### src/rscs_pkg.sv
package rscs_pkg;

  // Register map of the plain software port.
  localparam logic [3:0]  REG_CAUSE         = 4'h0;
  localparam logic [3:0]  REG_CLOCK         = 4'h1;
  localparam logic [15:0] CAUSE_RESET_VAL   = 16'h0003;
  localparam logic [15:0] CAUSE_WRITE_MASK  = 16'hC1FF;
  localparam logic [15:0] CAUSE_BOR_CLEAR   = 16'hC05C;

  // Bit positions inside reset_cause_status.
  localparam int B_POR      = 0;
  localparam int B_BOR      = 1;
  localparam int B_IDLE     = 2;
  localparam int B_SLEEP    = 3;
  localparam int B_WATCHDOG_TIMEOUT_FLAG     = 4;
  localparam int B_WDT_EN   = 5;
  localparam int B_INSTR    = 6;
  localparam int B_PIN      = 7;
  localparam int B_REG_KEEP = 8;
  localparam int B_BADOP    = 14;
  localparam int B_TRAP     = 15;

  // Layout of the synchronised pin vector.
  localparam int SB_BOR     = 0;
  localparam int SB_CLEAR_N = 1;
  localparam int SB_OSC     = 2;
  localparam int SB_CLKSW   = 3;
  localparam int SB_WDT_FUS = 4;
  localparam int SB_REG_EN  = 5;
  localparam int SB_XTAL    = 6;
  localparam int SB_OSC_SELECT_FUSES   = 7;
  localparam int SYNC_W     = 10;
  localparam logic [SYNC_W-1:0] SYNC_RESET_VAL = 10'h002;

  // Oscillator selection codes.
  localparam logic [2:0] OSC_FRC    = 3'h0;
  localparam logic [2:0] OSC_FRCPLL = 3'h1;
  localparam logic [2:0] OSC_PRI    = 3'h2;
  localparam logic [2:0] OSC_PRIPLL = 3'h3;
  localparam logic [2:0] OSC_SEC    = 3'h4;

  // Nominal times in ns and the derived cycle counts at 100 MHz.
  localparam int CLK_PERIOD_NS      = 10;
  localparam int T_POR_NS           = 10000;
  localparam int T_STARTUP_REG_NS   = 20000;
  localparam int T_STARTUP_NOREG_NS = 64000000;
  localparam int T_RST_NS           = 20000;
  localparam int T_LOCK_NS          = 20000;
  localparam int T_MONITOR_NS       = 100000;
  localparam int POR_CYC     = (T_POR_NS + CLK_PERIOD_NS - 1) / CLK_PERIOD_NS;
  localparam int SU_REG_CYC  = (T_STARTUP_REG_NS + CLK_PERIOD_NS - 1) / CLK_PERIOD_NS;
  localparam int SU_LONG_CYC = (T_STARTUP_NOREG_NS + CLK_PERIOD_NS - 1) / CLK_PERIOD_NS;
  localparam int RST_CYC     = (T_RST_NS + CLK_PERIOD_NS - 1) / CLK_PERIOD_NS;
  localparam int LOCK_CYC    = (T_LOCK_NS + CLK_PERIOD_NS - 1) / CLK_PERIOD_NS;
  localparam int MON_CYC     = (T_MONITOR_NS + CLK_PERIOD_NS - 1) / CLK_PERIOD_NS;
  localparam logic [9:0] OST_LAST = 10'h3FF;

  typedef enum logic [2:0] {
    PH_POWER   = 3'b000,
    PH_STARTUP = 3'b001,
    PH_HOLD    = 3'b011,
    PH_RUN     = 3'b010,
    PH_WAKE    = 3'b110
  } rscs_phase_t;

  typedef struct packed {
    logic [SYNC_W-1:0] sync1;
    logic [SYNC_W-1:0] sync2;
    logic              osc_prev;
    rscs_phase_t       phase;
    logic [23:0]       tmr;
    logic [9:0]        ost_cnt;
    logic              ost_done;
    logic [15:0]       lock_cnt;
    logic              clk_ok;
    logic              clk_rel;
    logic [15:0]       mon_cnt;
    logic              mon_wait;
    logic              mon_en;
    logic [15:0]       cause;
    logic [2:0]        cur_osc;
    logic [15:0]       rdata;
    logic              sys_rst;
  } rscs_state_t;

  typedef struct packed {
    logic       xtal;
    logic       pll;
  } rscs_osc_kind_t;

endpackage

### src/rscs_reset_combiner.sv
`timescale 1ns/1ps
// What this block does
// - Any active source asserts system reset
// - Each reset kind sets its cause flag
// - Power-on clears all flags except power-on and brown-out
// - Software writes flags; never causes reset
// - Trap flag set by conflict, power clears
// - Bad opcode/pointer flag, power clears
// - Pin flag cleared by power-on only
// - Instruction flag, cleared by power events
// - Watchdog flag; power-save and power clear
// - Sleep and idle flags from power-save
// - Brown-out flag set by brown-out/power-on
// - Power-on flag set only by power-on
// - Soft watchdog enable, fuse overrides
// - Regulator keep-awake during sleep bit
// - Bits 13 to 9 read zero
// - Power resets load fuses, others keep
// - Switching off: resets from run load fuses
// - Power-on release after three summed delays
// - Start-up delay short/long; short one on wake
// - Other resets hold only state time
// - Crystal waits 1024 oscillator periods
// - PLL adds lock time after crystal count
// - Monitor starts late for crystal or PLL
module rscs_reset_combiner
  import rscs_pkg::*;
#(
  parameter int P_POR_CYC     = POR_CYC,
  parameter int P_SU_REG_CYC  = SU_REG_CYC,
  parameter int P_SU_LONG_CYC = SU_LONG_CYC,
  parameter int P_RST_CYC     = RST_CYC,
  parameter int P_LOCK_CYC    = LOCK_CYC,
  parameter int P_MON_CYC     = MON_CYC
) (
  input  wire logic        i_clk_sys,
  input  wire logic        i_reset_n,
  input  wire logic        i_brownout,
  input  wire logic        i_external_clear_pin_n,
  input  wire logic        i_osc_clk,
  input  wire logic        i_clock_switch_en,
  input  wire logic        i_watchdog_fuse_enable,
  input  wire logic        i_regulator_en,
  input  wire logic        i_primary_is_crystal,
  input  wire logic [2:0]  i_osc_select_fuses,
  input  wire logic        i_reset_instr,
  input  wire logic        i_watchdog_timeout,
  input  wire logic        i_trap_conflict,
  input  wire logic        i_bad_opcode_pointer,
  input  wire logic        i_power_save_sleep,
  input  wire logic        i_power_save_idle,
  input  wire logic        i_wake,
  input  wire logic [3:0]  i_addr,
  input  wire logic [15:0] i_wdata,
  input  wire logic        i_wr,
  input  wire logic        i_rd,
  output logic [15:0]      o_rdata,
  output logic             o_system_reset_out,
  output logic             o_sys_clk_release,
  output logic             o_clock_failure_monitor_en,
  output logic             o_watchdog_en,
  output logic             o_regulator_sleep_keep,
  output logic [2:0]       o_current_osc_field
);

  // Terminal counts, all tunable through the parameters.
  localparam logic [23:0] C_POR  = 24'(P_POR_CYC - 1);
  localparam logic [23:0] C_SUR  = 24'(P_SU_REG_CYC - 1);
  localparam logic [23:0] C_SUL  = 24'(P_SU_LONG_CYC - 1);
  localparam logic [23:0] C_RST  = 24'(P_RST_CYC - 1);
  localparam logic [15:0] C_LOCK = 16'(P_LOCK_CYC - 1);
  localparam logic [15:0] C_MON  = 16'(P_MON_CYC - 1);

  function automatic rscs_osc_kind_t osc_kind(input logic [2:0] sel, input logic xtal_pri);
    rscs_osc_kind_t k;
    k.xtal = ((sel == OSC_PRI || sel == OSC_PRIPLL) && xtal_pri) || (sel == OSC_SEC);
    k.pll  = (sel == OSC_FRCPLL) || (sel == OSC_PRIPLL);
    return k;
  endfunction

  rscs_state_t    s_q;
  rscs_state_t    s_d;
  logic           bor_s;
  logic           clear_s;
  logic           src_other;
  logic           cause_wr;
  logic [23:0]    su_end;
  rscs_osc_kind_t kind;

  assign bor_s     = s_q.sync2[SB_BOR];
  assign clear_s   = !s_q.sync2[SB_CLEAR_N];
  assign src_other = clear_s | i_reset_instr | i_watchdog_timeout | i_trap_conflict
                   | i_bad_opcode_pointer;
  assign cause_wr  = i_wr && (i_addr == REG_CAUSE);
  assign su_end    = s_q.sync2[SB_REG_EN] ? C_SUR : C_SUL;
  assign kind      = osc_kind(s_q.cur_osc, s_q.sync2[SB_XTAL]);

  always_comb begin
    s_d       = s_q;
    s_d.sync1 = {i_osc_select_fuses, i_primary_is_crystal, i_regulator_en,
                 i_watchdog_fuse_enable, i_clock_switch_en, i_osc_clk,
                 i_external_clear_pin_n, i_brownout};
    s_d.sync2    = s_q.sync1;
    s_d.osc_prev = s_q.sync2[SB_OSC];
    s_d.tmr      = s_q.tmr + 24'h000001;

    // Release sequencing of the system reset.
    unique case (s_q.phase)
      PH_POWER: begin
        s_d.cur_osc = s_q.sync2[SB_OSC_SELECT_FUSES +: 3];
        if (s_q.tmr == C_POR) begin
          s_d.phase = PH_STARTUP;
          s_d.tmr   = 24'h000000;
        end
      end
      PH_STARTUP: begin
        if (s_q.tmr == su_end) begin
          s_d.phase = PH_HOLD;
          s_d.tmr   = 24'h000000;
        end
      end
      PH_HOLD: begin
        if (src_other) begin
          s_d.tmr = 24'h000000;
        end else if (s_q.tmr == C_RST) begin
          s_d.phase = PH_RUN;
        end
      end
      PH_RUN: begin
        s_d.tmr = 24'h000000;
        if (src_other) begin
          s_d.phase = PH_HOLD;
          if (!s_q.sync2[SB_CLKSW]) begin
            s_d.cur_osc = s_q.sync2[SB_OSC_SELECT_FUSES +: 3];
          end
        end else if (i_wake && s_q.sync2[SB_REG_EN]) begin
          s_d.phase = PH_WAKE;
        end
      end
      PH_WAKE: begin
        if (src_other) begin
          s_d.phase = PH_HOLD;
          s_d.tmr   = 24'h000000;
        end else if (s_q.tmr == C_SUR) begin
          s_d.phase = PH_RUN;
        end
      end
      default: begin
        s_d.phase = PH_POWER;
        s_d.tmr   = 24'h000000;
      end
    endcase

    // Oscillator start-up count and PLL lock wait, in parallel with the reset delays.
    // They wait out the power-on delay so that the selected source has left the synchroniser.
    if (s_q.phase == PH_POWER) begin
      s_d.ost_done = s_q.ost_done;
    end else if (!s_q.ost_done) begin
      if (!kind.xtal) begin
        s_d.ost_done = 1'b1;
      end else if (s_q.sync2[SB_OSC] && !s_q.osc_prev) begin
        s_d.ost_cnt = s_q.ost_cnt + 10'h001;
        if (s_q.ost_cnt == OST_LAST) begin
          s_d.ost_done = 1'b1;
        end
      end
    end else if (!s_q.clk_ok) begin
      if (!kind.pll || s_q.lock_cnt == C_LOCK) begin
        s_d.clk_ok = 1'b1;
      end else begin
        s_d.lock_cnt = s_q.lock_cnt + 16'h0001;
      end
    end

    // Clock failure monitoring waits after the first release only for crystal or PLL.
    if (s_q.mon_wait && s_q.phase == PH_RUN) begin
      if (!(kind.xtal || kind.pll) || s_q.mon_cnt == C_MON) begin
        s_d.mon_wait = 1'b0;
        s_d.mon_en   = 1'b1;
      end else begin
        s_d.mon_cnt = s_q.mon_cnt + 16'h0001;
      end
    end

    // Cause flags: software write, then hardware clears, then hardware sets.
    if (cause_wr) begin
      s_d.cause = i_wdata & CAUSE_WRITE_MASK;
    end
    if (i_power_save_sleep || i_power_save_idle) begin
      s_d.cause[B_WATCHDOG_TIMEOUT_FLAG] = 1'b0;
    end
    if (bor_s) begin
      s_d.cause = s_d.cause & ~CAUSE_BOR_CLEAR;
    end
    if (bor_s) begin
      s_d.cause[B_BOR] = 1'b1;
    end
    if (clear_s) begin
      s_d.cause[B_PIN] = 1'b1;
    end
    if (i_reset_instr) begin
      s_d.cause[B_INSTR] = 1'b1;
    end
    if (i_watchdog_timeout) begin
      s_d.cause[B_WATCHDOG_TIMEOUT_FLAG] = 1'b1;
    end
    if (i_trap_conflict) begin
      s_d.cause[B_TRAP] = 1'b1;
    end
    if (i_bad_opcode_pointer) begin
      s_d.cause[B_BADOP] = 1'b1;
    end
    if (i_power_save_sleep) begin
      s_d.cause[B_SLEEP] = 1'b1;
    end
    if (i_power_save_idle) begin
      s_d.cause[B_IDLE] = 1'b1;
    end

    // A brown-out restarts the whole power-on style sequence and clock selection.
    if (bor_s) begin
      s_d.phase    = PH_POWER;
      s_d.tmr      = 24'h000000;
      s_d.ost_cnt  = 10'h000;
      s_d.ost_done = 1'b0;
      s_d.lock_cnt = 16'h0000;
      s_d.clk_ok   = 1'b0;
      s_d.mon_cnt  = 16'h0000;
      s_d.mon_wait = 1'b1;
      s_d.mon_en   = 1'b0;
    end

    s_d.sys_rst = (s_d.phase != PH_RUN) && (s_d.phase != PH_WAKE);
    s_d.clk_rel = s_d.clk_ok && (s_d.phase != PH_WAKE);

    if (i_rd && i_addr == REG_CAUSE) begin
      s_d.rdata = s_q.cause;
    end else if (i_rd && i_addr == REG_CLOCK) begin
      s_d.rdata = {9'h000, s_q.cur_osc, s_q.mon_en, s_q.clk_ok, s_q.ost_done,
                   s_q.sync2[SB_WDT_FUS]};
    end else begin
      s_d.rdata = 16'h0000;
    end
  end

  always_ff @(posedge i_clk_sys or negedge i_reset_n) begin
    if (!i_reset_n) begin
      s_q          <= '0;
      s_q.sync1    <= SYNC_RESET_VAL;
      s_q.sync2    <= SYNC_RESET_VAL;
      s_q.phase    <= PH_POWER;
      s_q.mon_wait <= 1'b1;
      s_q.cause    <= CAUSE_RESET_VAL;
      s_q.sys_rst  <= 1'b1;
    end else begin
      s_q <= s_d;
    end
  end

  assign o_rdata                    = s_q.rdata;
  assign o_system_reset_out         = s_q.sys_rst;
  assign o_sys_clk_release          = s_q.clk_rel;
  assign o_clock_failure_monitor_en = s_q.mon_en;
  assign o_watchdog_en              = s_q.sync2[SB_WDT_FUS] | s_q.cause[B_WDT_EN];
  assign o_regulator_sleep_keep     = s_q.cause[B_REG_KEEP];
  assign o_current_osc_field        = s_q.cur_osc;
endmodule

### config.mk
export PLATFORM = sky130hd
export DESIGN_NAME = rscs_reset_combiner
export DESIGN_NICKNAME = d
export VERILOG_FILES = /design/src/rscs_pkg.sv /design/src/rscs_reset_combiner.sv
export SDC_FILE = /design/constraint.sdc
export NUM_CORES = 1
export LEC_CHECK = 0
export BUFFER_PORTS_ARGS = -buffer_cell sky130_fd_sc_hd__buf_2
export CORE_MARGIN = 2
export CORE_UTILIZATION = 35
export CTS_CLUSTER_DIAMETER = 100
export CTS_CLUSTER_SIZE = 25
export DETAILED_ROUTE_END_ITERATION = 7
export GPL_ROUTABILITY_DRIVEN = 0
export PLACE_DENSITY = 0.58
export SYNTH_ARGS = -nofsm -noshare
export SYNTH_HDL_FRONTEND = slang
export SYNTH_SLANG_ARGS = --single-unit
### constraint.sdc
create_clock -name i_clk_sys -period 2.3 [get_ports i_clk_sys]
set_clock_uncertainty 0.1 [all_clocks]
set_input_delay 0.46 -clock i_clk_sys [delete_from_list [all_inputs] [get_ports i_clk_sys]]
set_output_delay 0.46 -clock i_clk_sys [all_outputs]
set_load 0.005 [all_outputs]
After elaboration in Yosys (flattened, before gate mapping)
Index checks and enable logic that the tools add are counted.

cells by class
  shift-type cells = 0
  $add $sub $neg = 4
  reduce and logical (&&, ||, !) cells = 39
  eq/ne operators = 24
  $lt $le $gt $ge = 0
  mux-type cells = 43
  bitwise gates (word level) = 5
  div/mod/pow operators = 0
  $mul = 0

operator list
  operator                 number
  $pmux W27 S5             1
  $mux W16                 5
  $mux W55                 1
  $mux W27                 2
  $mux W17                 3
  $mux W18                 2
  $add A16 B1 Y16 const B  2
  $add A24 B1 Y24 const B  1
  $eq A24 B10 Y1 const B   1
  $eq A24 B11 Y1 const B   1
  $eq A24 B23 Y1           1
  $mux W24                 1
  $mux W23                 1
  $mux W11                 2
  $mux W3                  7
  $mux W10                 2
  $eq A16 B11 Y1 const B   1
  $eq A16 B14 Y1 const B   1
  $reduce_bool A3 Y1       5
  $mux W1                  13
  $eq A3 B2 Y1 const B     4
  $reduce_bool A2 Y1       6
  $add A10 B1 Y10 const B  1
  $eq A10 B10 Y1 const B   1
  20 further kinds         50

word-level totals
  input bits = 41
  bits in writable memories = 0
  bits in read-only memories = 0
  memories kept = 0
  word-level logic and storage cells = 138
  register bits after elaboration = 131
  bits in latches = 0

Logic depth before layout (Yosys ltp)
Gate-level depths: netlist of run 1.

  depth in word-level cells = 11
  depth in mapped cells = 7

Worst setup path after synthesis of run 1
OpenSTA, ideal clock, no wires.

  path type = register to register
  from = reg s_q[83] (netlist name)
  to = reg s_q[104] (netlist name)
  arrival time = 2.322 ns
  setup time = 0.119 ns
  buffers on the path = 1
  stages on the path, launching flop included = 8
  period minus slack after synthesis = 2.541 ns
  setup slack = -0.241 ns
  required time = 2.081 ns
  path through = dfrtp_1 -> ha_1 -> or4b_4 -> or4_4 -> o21a_1 -> a211oi_4 -> buf_6 -> nor2_2

RTL lines
  element             RTL line                   source
  start: declaration  rscs_reset_combiner.sv:81  rscs_state_t s_q;

==> run_summary.xml, run 1 <==
<?xml version="1.0" encoding="UTF-8"?>
<metrics>
  <group name="status">
    <metric name="run_status" unit="">finished, violations left</metric>
    <metric name="violations" unit="">negative setup slack</metric>
  </group>
  <group name="worst_setup_path">
    <metric name="cp.required" unit="ns">2.50</metric>
    <metric name="critical_path.endpoint_type" unit="">flip-flop</metric>
    <metric name="worstSetupPathType" unit="">flip-flop to flip-flop</metric>
    <metric name="critical_path.max_fanout" unit="">12</metric>
    <metric name="critical_path_arrival" unit="ns">2.63</metric>
    <metric name="startpoint_type" unit="">flip-flop</metric>
  </group>
  <group name="yosys">
    <metric name="ys_seq_elements" unit="">121</metric>
    <metric name="syn_area_per_cell" unit="sq um">10.6</metric>
    <metric name="async_flop_share" unit="%">100</metric>
    <metric name="synth.distinct_cells" unit="">59</metric>
    <metric name="synth_enable_flop_cells" unit="">0</metric>
    <metric name="synthesis.yosys.warnings" unit="">0</metric>
    <metric name="synth_flop_cell" unit="">sky130_fd_sc_hd__dfrtp_1</metric>
    <metric name="yosysSeqAreaShare" unit="%">53.2</metric>
    <metric name="postSynthCellCount" unit="">540</metric>
    <metric name="post_synth_instance_area" unit="sq mm">0.00571</metric>
  </group>
  <group name="global_route">
    <metric name="grt_use_total" unit="%">15.1</metric>
    <metric name="grt-ovfl-total" unit="">0</metric>
    <metric name="via_count_of_the_first_global_routing_pass" unit="">4315</metric>
    <metric name="antenna_found_initial" unit="">0</metric>
    <metric name="wire_length_of_the_first_global_routing_pass" unit="um">21000</metric>
    <metric name="maximum_number_of_pins_on_one_net_before_global_route_repair" unit="">47</metric>
  </group>
  <group name="final_layout">
    <metric name="finish.net_count" unit="">674</metric>
    <metric name="antennaDiodeCount" unit="">0</metric>
    <metric name="layout-area-overhead-vs-synth" unit="%">25.6</metric>
    <metric name="drive_above_1_share" unit="%">28.5</metric>
    <metric name="finalInstanceArea" unit="sq mm">0.00717</metric>
    <metric name="nFillCells" unit="">1472</metric>
    <metric name="utilization" unit="%">45.1</metric>
  </group>
  <group name="drt">
    <metric name="1st_pass_router_iterations" unit="">5</metric>
    <metric name="drc" unit="">0</metric>
    <metric name="postRouteAntennaNets" unit="">0</metric>
    <metric name="wl_per_cell" unit="um">14.7</metric>
    <metric name="via_total_after_detailed_routing" unit="">4253</metric>
    <metric name="detail_route.vias_per_cell" unit="">4.96</metric>
    <metric name="drtIter0Drc" unit="">222</metric>
    <metric name="detail_route.wirelength" unit="um">12600</metric>
  </group>
  <group name="sta">
    <metric name="timing_hold_violations_final" unit="">0</metric>
    <metric name="layout_min_cycle_time" unit="ns">2.43</metric>
    <metric name="max_freq" unit="MHz">412</metric>
    <metric name="setup_slack" unit="ns">-0.125</metric>
    <metric name="hold_slack" unit="ns">0.0396</metric>
    <metric name="setup_viol" unit="">26</metric>
    <metric name="timing.final.crit_share" unit="%">105</metric>
    <metric name="unrepaired_setup_endpoints_after_global_routing" unit="">yes</metric>
    <metric name="worstMarginPinSlew" unit="ns">0.509</metric>
    <metric name="maxSlewViolCount" unit="">0</metric>
    <metric name="slew_limit_headroom" unit="%">65.2</metric>
  </group>
  <group name="clocking">
    <metric name="cts_max_level" unit="">4</metric>
    <metric name="cts_max_path_buffers" unit="">2</metric>
    <metric name="number_of_buffers_added_by_the_clock_tree_synthesis_step" unit="">17</metric>
    <metric name="clkLatencyLatePin" unit="ns">0.42</metric>
    <metric name="cts-root-buf" unit="">sky130_fd_sc_hd__clkbuf_16</metric>
    <metric name="clk_pin_slew_worst_paths" unit="ns">0.06</metric>
    <metric name="cts_tree" unit="">done</metric>
    <metric name="cts.sink_count" unit="">121</metric>
  </group>
  <group name="power_and_ir_drop">
    <metric name="total_leakage_power" unit="uW">0.00313</metric>
    <metric name="power.density_cell_area" unit="mW/mm^2">755</metric>
    <metric name="p_switching" unit="uW">1160</metric>
    <metric name="peakVddDrop" unit="mV">0.510</metric>
    <metric name="internal-power" unit="uW">4250</metric>
    <metric name="seq_power_share" unit="%">40.9</metric>
    <metric name="pwr-share-clk" unit="%">54.6</metric>
    <metric name="netSwitchingFraction" unit="%">21.5</metric>
    <metric name="power.share.combinational" unit="%">4.5</metric>
  </group>
  <group name="die">
    <metric name="fp.dieW" unit="um">132</metric>
    <metric name="die_height" unit="um">132</metric>
    <metric name="initial_utilization" unit="%">35.9</metric>
    <metric name="core_area" unit="sq mm">0.0159</metric>
    <metric name="num_io_pins" unit="">65</metric>
    <metric name="die_area" unit="sq mm">0.0173</metric>
    <metric name="std_cell_rows" unit="">46</metric>
  </group>
  <group name="placement">
    <metric name="placed_area" unit="sq mm">0.00642</metric>
    <metric name="detailedPlace.worstSlack" unit="ns">-0.0899</metric>
    <metric name="io_buffers" unit="">54</metric>
    <metric name="place.detailed.hpwl" unit="um">8650</metric>
  </group>
  <group name="run">
    <metric name="number_of_violations_of_the_max_capacitance_limit" unit="">0</metric>
  </group>
  <group name="hold_path">
    <metric name="hold_path_class" unit="">input pin to flip-flop</metric>
  </group>
</metrics>
-- kinds of logic after synthesis --
family / count (synthesis) / synth area share [%]
buffers and inverters: 46 / 4.60
other: 1 / 0.0657
adders and majority gates: 4 / 0.877
and+or+nand+nor: 230 / 22.0
xor gates and xnor gates: 45 / 6.91
muxes: 22 / 3.99
DFF: 121 / 53.2
AOI/OAI and AO/OA: 71 / 8.33
-- critical path, cell delays in order, from the launching register on --
cell and delay (ns):
sky130_fd_sc_hd__dfrtp_1 0.35, sky130_fd_sc_hd__ha_2 0.18, sky130_fd_sc_hd__or4b_4 0.48, sky130_fd_sc_hd__or4_4 0.44, sky130_fd_sc_hd__o21a_1 0.21, sky130_fd_sc_hd__a211oi_4 0.17, sky130_fd_sc_hd__buf_6 0.16, sky130_fd_sc_hd__buf_12 0.15
sky130_fd_sc_hd__nor2_1 0.06
-- placed cells by master, fill, tap and decap left out, drive strengths merged, types with 3 or more instances in the layout --
| cell | Yosys | layout |
|---|---|---|
| a21oi | 22 | 22 |
| and2 | 6 | 6 |
| and3 | 12 | 12 |
| buf | 25 | 100 |
| bufinv | 0 | 5 |
| clkbuf | 11 | 19 |
| clkinv | 0 | 7 |
| conb | 1 | 5 |
| dfrtp | 115 | 115 |
| dfstp | 6 | 6 |
| ha | 4 | 4 |
| inv | 10 | 10 |
| mux2 | 6 | 6 |
| mux2i | 16 | 16 |
| nand2 | 31 | 31 |
| nand3 | 27 | 27 |
| nand3b | 5 | 5 |
| nand4 | 18 | 18 |
| nor2 | 68 | 68 |
| nor3 | 13 | 13 |
| nor3b | 3 | 3 |
| nor4 | 10 | 10 |
| o211ai | 7 | 7 |
| o21ai | 18 | 18 |
| o21bai | 5 | 5 |
| o31ai | 4 | 4 |
| o41ai | 3 | 3 |
| or3 | 14 | 14 |
| or4 | 7 | 7 |
| xnor2 | 17 | 17 |
| xor2 | 28 | 28 |
-- worst paths after layout --
| kind | slack (ns) | start | depth (start not counted) | end |
|---|---|---|---|---|
| worst max-delay path | -0.13 | s_q[84] | 8 | s_q[87] |
| worst min-delay path | 0.04 | i_external_clear_pin_n | 1 | s_d[112] |
| worst max register to register | -0.13 | s_q[84] | 8 | s_q[87] |
| worst min register to register | 0.25 | s_d[114] | 0 | s_q[114] |
| max in group asynchronous | 1.00 | i_reset_n | 3 | o_system_reset_out |
| min in group asynchronous | 0.45 | i_reset_n | 2 | s_q[25] |
-- metal layers --
metal | global-route usage, % | vias up | wire length, um | part of all wire (%)
met5 | 0 | - | 0 | 0
met4 | 5.13 | 0 | 164 | 1.3
met3 | 4.67 | 19 | 459 | 3.6
met2 | 24.7 | 70 | 6160 | 49
met1 | 18.9 | 2102 | 5840 | 46
li1 | - | 2062 | - | -
-- power by group through the flow --
stage / Sequential (uW) / Combinational [uW] / Clock, uW
3_5_place_dp: 2250 / 238 / 0
3_3_place_gp: 2250 / 235 / 0
5_1_grt: 2220 / 274 / 3120
6_report: 2210 / 245 / 2950
2_1_floorplan: 2240 / 115 / 0
4_1_cts: 2210 / 240 / 3010
-- registers in the layout (all words and copies together), names as in the netlist --
| register | count |
|---|---|
| o_current_osc_field | 3 |
| s_q | 91 |
| o_sys_clk_release | 1 |
| o_clock_failure_monitor_en | 1 |
| o_rdata | 11 |
| s_d | 11 |
| bor_s | 1 |
| o_system_reset_out | 1 |
| o_regulator_sleep_keep | 1 |
-- timing repair --
item / CTS / global route
hold buffers: 1 / 0
setup buffers: 0 / 1
gates resized for setup: 0 / 7
endpoints found under the setup margin: 26 / 28
endpoints found under the hold margin: 27 / 0
gates cloned: 0 / 2
-- synthesized netlist by cell type (13+ instances only) --
cell type,n,area [sq um]
sky130_fd_sc_hd__buf_4,19,143
sky130_fd_sc_hd__xor2_1,28,245
sky130_fd_sc_hd__mux2i_1,16,160
sky130_fd_sc_hd__nor2_1,48,180
sky130_fd_sc_hd__nand2_1,31,116
sky130_fd_sc_hd__nand3_1,26,130
sky130_fd_sc_hd__a21oi_1,22,110
sky130_fd_sc_hd__o21ai_0,14,70.1
sky130_fd_sc_hd__or3_1,14,87.6
sky130_fd_sc_hd__nor2_2,20,125
sky130_fd_sc_hd__nand4_1,18,113
sky130_fd_sc_hd__dfrtp_1,115,2880
sky130_fd_sc_hd__nor3_1,13,65.1
sky130_fd_sc_hd__xnor2_1,17,149
-- area by class of cell --
| class | count | area, sq um | share of cell area, % |
|---|---|---|---|
| inverters | 10 | 37.5 | 0.524 |
| repair buffers | 102 | 698 | 9.74 |
| clock inverters | 14 | 223 | 3.11 |
| multi-input cells | 377 | 2460 | 34.4 |
| clock buffers | 18 | 439 | 6.13 |
| flip-flops and latches | 121 | 3040 | 42.4 |
| well taps | 216 | 270 | 3.77 |
-- stage by stage --
step / total power (uW) / cells / TNS, ns
final: 5410 / 858 / -2.48
after floorplan: 2360 / 544 / -1.92
after global routing: 5610 / 858 / -4.76
after global placement: 2480 / 822 / -1.02
after CTS: 5460 / 855 / -1.69
after detailed placement: 2490 / 822 / -1.42
No activity file was read; power rests on OpenSTA's default activity.
==> run 2: changes to the inputs <==
PLACE_DENSITY = 0.61   (was 0.58)
TNS_END_PERCENT = 50   (was not set)
==> run 2 against run 1 <==
Compared with the run above: the run still ends with negative setup slack left; global-route usage grew 0.17 points; die area is the same; final cell count is the same; wire length shrank 1.2%; highest routed layer unchanged; maximum frequency grew 0.38%; cell area shrank 0.26%; critical endpoint is now s_q[85]; critical path type unchanged; hold slack gained 0.0028 ns; flip-flop and latch count is the same; largest power group unchanged.
==> run_summary.xml, run 2 (same netlist as run 1, synthesis figures left out) <==
<?xml version="1.0" encoding="UTF-8"?>
<metrics>
  <group name="global_route">
    <metric name="global_route.usage.met2" unit="%">25.3</metric>
    <metric name="grt_use_total" unit="%">15.2</metric>
    <metric name="globalRouteMet3Util" unit="%">4.51</metric>
    <metric name="gr-usage-met1" unit="%">19.1</metric>
    <metric name="grt-ovfl-total" unit="">0</metric>
    <metric name="wire_length_of_the_first_global_routing_pass" unit="um">21200</metric>
    <metric name="via_count_of_the_first_global_routing_pass" unit="">4377</metric>
    <metric name="global_route.peak_usage_layer" unit="">met2</metric>
    <metric name="antenna_found_initial" unit="">0</metric>
    <metric name="maximum_number_of_pins_on_one_net_before_global_route_repair" unit="">43</metric>
  </group>
  <group name="worst_setup_path">
    <metric name="critical_path.endpoint_type" unit="">flip-flop</metric>
    <metric name="r2r_end" unit="">s_q[85]</metric>
    <metric name="setup.worst_path.start" unit="">s_q[83]</metric>
    <metric name="critical_path_arrival" unit="ns">2.62</metric>
    <metric name="reg2reg_slack" unit="ns">-0.12</metric>
    <metric name="startpoint_type" unit="">flip-flop</metric>
    <metric name="critical_path.max_fanout" unit="">12</metric>
    <metric name="cp.required" unit="ns">2.50</metric>
    <metric name="worstSetupPathType" unit="">flip-flop to flip-flop</metric>
    <metric name="timing.reg2reg.worst_path_depth" unit="">8</metric>
    <metric name="regToRegStartpoint" unit="">s_q[83]</metric>
  </group>
  <group name="drt">
    <metric name="drtIter0Drc" unit="">299</metric>
    <metric name="via_total_after_detailed_routing" unit="">4303</metric>
    <metric name="1st_pass_router_iterations" unit="">4</metric>
    <metric name="detail_route.vias_per_cell" unit="">5.02</metric>
    <metric name="detail_route.wirelength" unit="um">12500</metric>
    <metric name="drc" unit="">0</metric>
    <metric name="postRouteAntennaNets" unit="">0</metric>
    <metric name="wl_per_cell" unit="um">14.5</metric>
  </group>
  <group name="sta">
    <metric name="layout_min_cycle_time" unit="ns">2.42</metric>
    <metric name="max_freq" unit="MHz">414</metric>
    <metric name="worstMarginPinSlew" unit="ns">0.559</metric>
    <metric name="slew_limit_headroom" unit="%">62.7</metric>
    <metric name="setup_slack" unit="ns">-0.116</metric>
    <metric name="hold_slack" unit="ns">0.0423</metric>
    <metric name="timing.final.crit_share" unit="%">105</metric>
    <metric name="maxSlewViolCount" unit="">0</metric>
    <metric name="setup_viol" unit="">25</metric>
    <metric name="unrepaired_setup_endpoints_after_global_routing" unit="">yes</metric>
    <metric name="timing_hold_violations_final" unit="">0</metric>
  </group>
  <group name="final_layout">
    <metric name="max_ffs_per_register" unit="">91</metric>
    <metric name="finalInstanceArea" unit="sq mm">0.00715</metric>
    <metric name="layout-area-overhead-vs-synth" unit="%">25.3</metric>
    <metric name="nFillCells" unit="">1509</metric>
    <metric name="largest_register" unit="">s_q</metric>
    <metric name="ff_latch_area" unit="sq mm">0.00304</metric>
    <metric name="utilization" unit="%">45.0</metric>
    <metric name="layout.cells.most_common" unit="">sky130_fd_sc_hd__dfrtp_1</metric>
    <metric name="finish.net_count" unit="">674</metric>
    <metric name="mostFrequentLayoutCells" unit="">sky130_fd_sc_hd__dfrtp_1 (114), sky130_fd_sc_hd__buf_2 (53), sky130_fd_sc_hd__nor2_1 (48)</metric>
    <metric name="multi_input_comb_area" unit="sq mm">0.00244</metric>
    <metric name="drive_above_1_share" unit="%">27.6</metric>
    <metric name="antennaDiodeCount" unit="">0</metric>
  </group>
  <group name="clocking">
    <metric name="clk_pin_slew_worst_paths" unit="ns">0.05</metric>
    <metric name="clkLatencyLatePin" unit="ns">0.42</metric>
    <metric name="cts_max_path_buffers" unit="">2</metric>
    <metric name="cts_max_level" unit="">4</metric>
    <metric name="cts-root-buf" unit="">sky130_fd_sc_hd__clkbuf_16</metric>
    <metric name="number_of_buffers_added_by_the_clock_tree_synthesis_step" unit="">17</metric>
    <metric name="cts.sink_count" unit="">121</metric>
    <metric name="cts_tree" unit="">done</metric>
  </group>
  <group name="placement">
    <metric name="detailedPlace.worstSlack" unit="ns">-0.0845</metric>
    <metric name="io_buffers" unit="">54</metric>
    <metric name="placed_area" unit="sq mm">0.00640</metric>
    <metric name="place.detailed.hpwl" unit="um">8750</metric>
  </group>
  <group name="status">
    <metric name="violations" unit="">negative setup slack</metric>
    <metric name="run_status" unit="">finished, violations left</metric>
  </group>
  <group name="hold_path">
    <metric name="hold_path_class" unit="">input pin to flip-flop</metric>
    <metric name="hold_start" unit="">i_external_clear_pin_n</metric>
    <metric name="holdPathEnd" unit="">s_d[112]</metric>
    <metric name="worst_hold_path.num_cells" unit="">1</metric>
  </group>
  <group name="die">
    <metric name="initial_utilization" unit="%">35.9</metric>
    <metric name="fp.dieW" unit="um">132</metric>
    <metric name="std_cell_rows" unit="">46</metric>
    <metric name="num_io_pins" unit="">65</metric>
    <metric name="core_area" unit="sq mm">0.0159</metric>
    <metric name="die_height" unit="um">132</metric>
    <metric name="die_area" unit="sq mm">0.0173</metric>
  </group>
  <group name="run">
    <metric name="number_of_violations_of_the_max_capacitance_limit" unit="">0</metric>
  </group>
  <group name="power_and_ir_drop">
    <metric name="peakVddDrop" unit="mV">0.654</metric>
    <metric name="total_leakage_power" unit="uW">0.00312</metric>
    <metric name="power.density_cell_area" unit="mW/mm^2">768</metric>
  </group>
</metrics>
==> run 2: repair_timing <==
action                                  4_1_cts  5_1_grt
gates resized for setup                       0        3
gates cloned                                  0        2
buffers inserted                              0        1
hold endpoints to repair                     36        0
hold buffers                                  1        0
endpoints found under the setup margin       25       28
==> run 2: stage by stage <==
stage	power [uW]	cells	setup TNS, ns
6_report	5490	858	-2.36
5_1_grt	5690	858	-4.12
4_1_cts	5550	855	-1.52
3_5_place_dp	2490	822	-1.43
3_3_place_gp	2480	822	-0.878
2_1_floorplan	2360	544	-1.92
==> run 2: area by class of cell <==
type	instances	share of cell area (%)
repair buffers	102	9.59
multi-input cells	377	34.2
clock inverters	12	3.08
clock buffers	20	6.39
inverters	10	0.525
well taps	216	3.78
flip-flops and latches	121	42.5
==> run 2: worst max path at each step <==
stage,end,slack (ns),depth (start not counted)
after global placement,o_sys_clk_release,-0.07,8
after global routing,s_q[87],-0.18,8
after detailed placement,s_q[85],-0.08,7
after floorplan,s_q[104],-0.1,7
final,s_q[85],-0.12,8
after CTS,s_q[85],-0.09,7
==> run 2: worst max-delay path, cell delays in order, from the launching register on <==
cell and delay [ns]:
sky130_fd_sc_hd__dfrtp_1 0.35, sky130_fd_sc_hd__ha_2 0.18, sky130_fd_sc_hd__or4b_4 0.48, sky130_fd_sc_hd__or4_4 0.44, sky130_fd_sc_hd__o21a_1 0.21, sky130_fd_sc_hd__a211oi_4 0.17
sky130_fd_sc_hd__buf_6 0.16, sky130_fd_sc_hd__buf_12 0.15, sky130_fd_sc_hd__nor2_1 0.06
==> run 2: per-layer routing <==
metal | up-vias | share of wire (%)
li1 | 2080 | -
met1 | 2137 | 46
met2 | 71 | 49
met3 | 15 | 3.5
met4 | 0 | 1.2
met5 | - | 0
==> run 2: power breakdown <==
part	leakage [uW]	switching, uW	internal (uW)
clock network	0.000330	948	2080
registers	0.00159	27.7	2180
logic	0.00121	139	108
total	0.00312	1110	4380
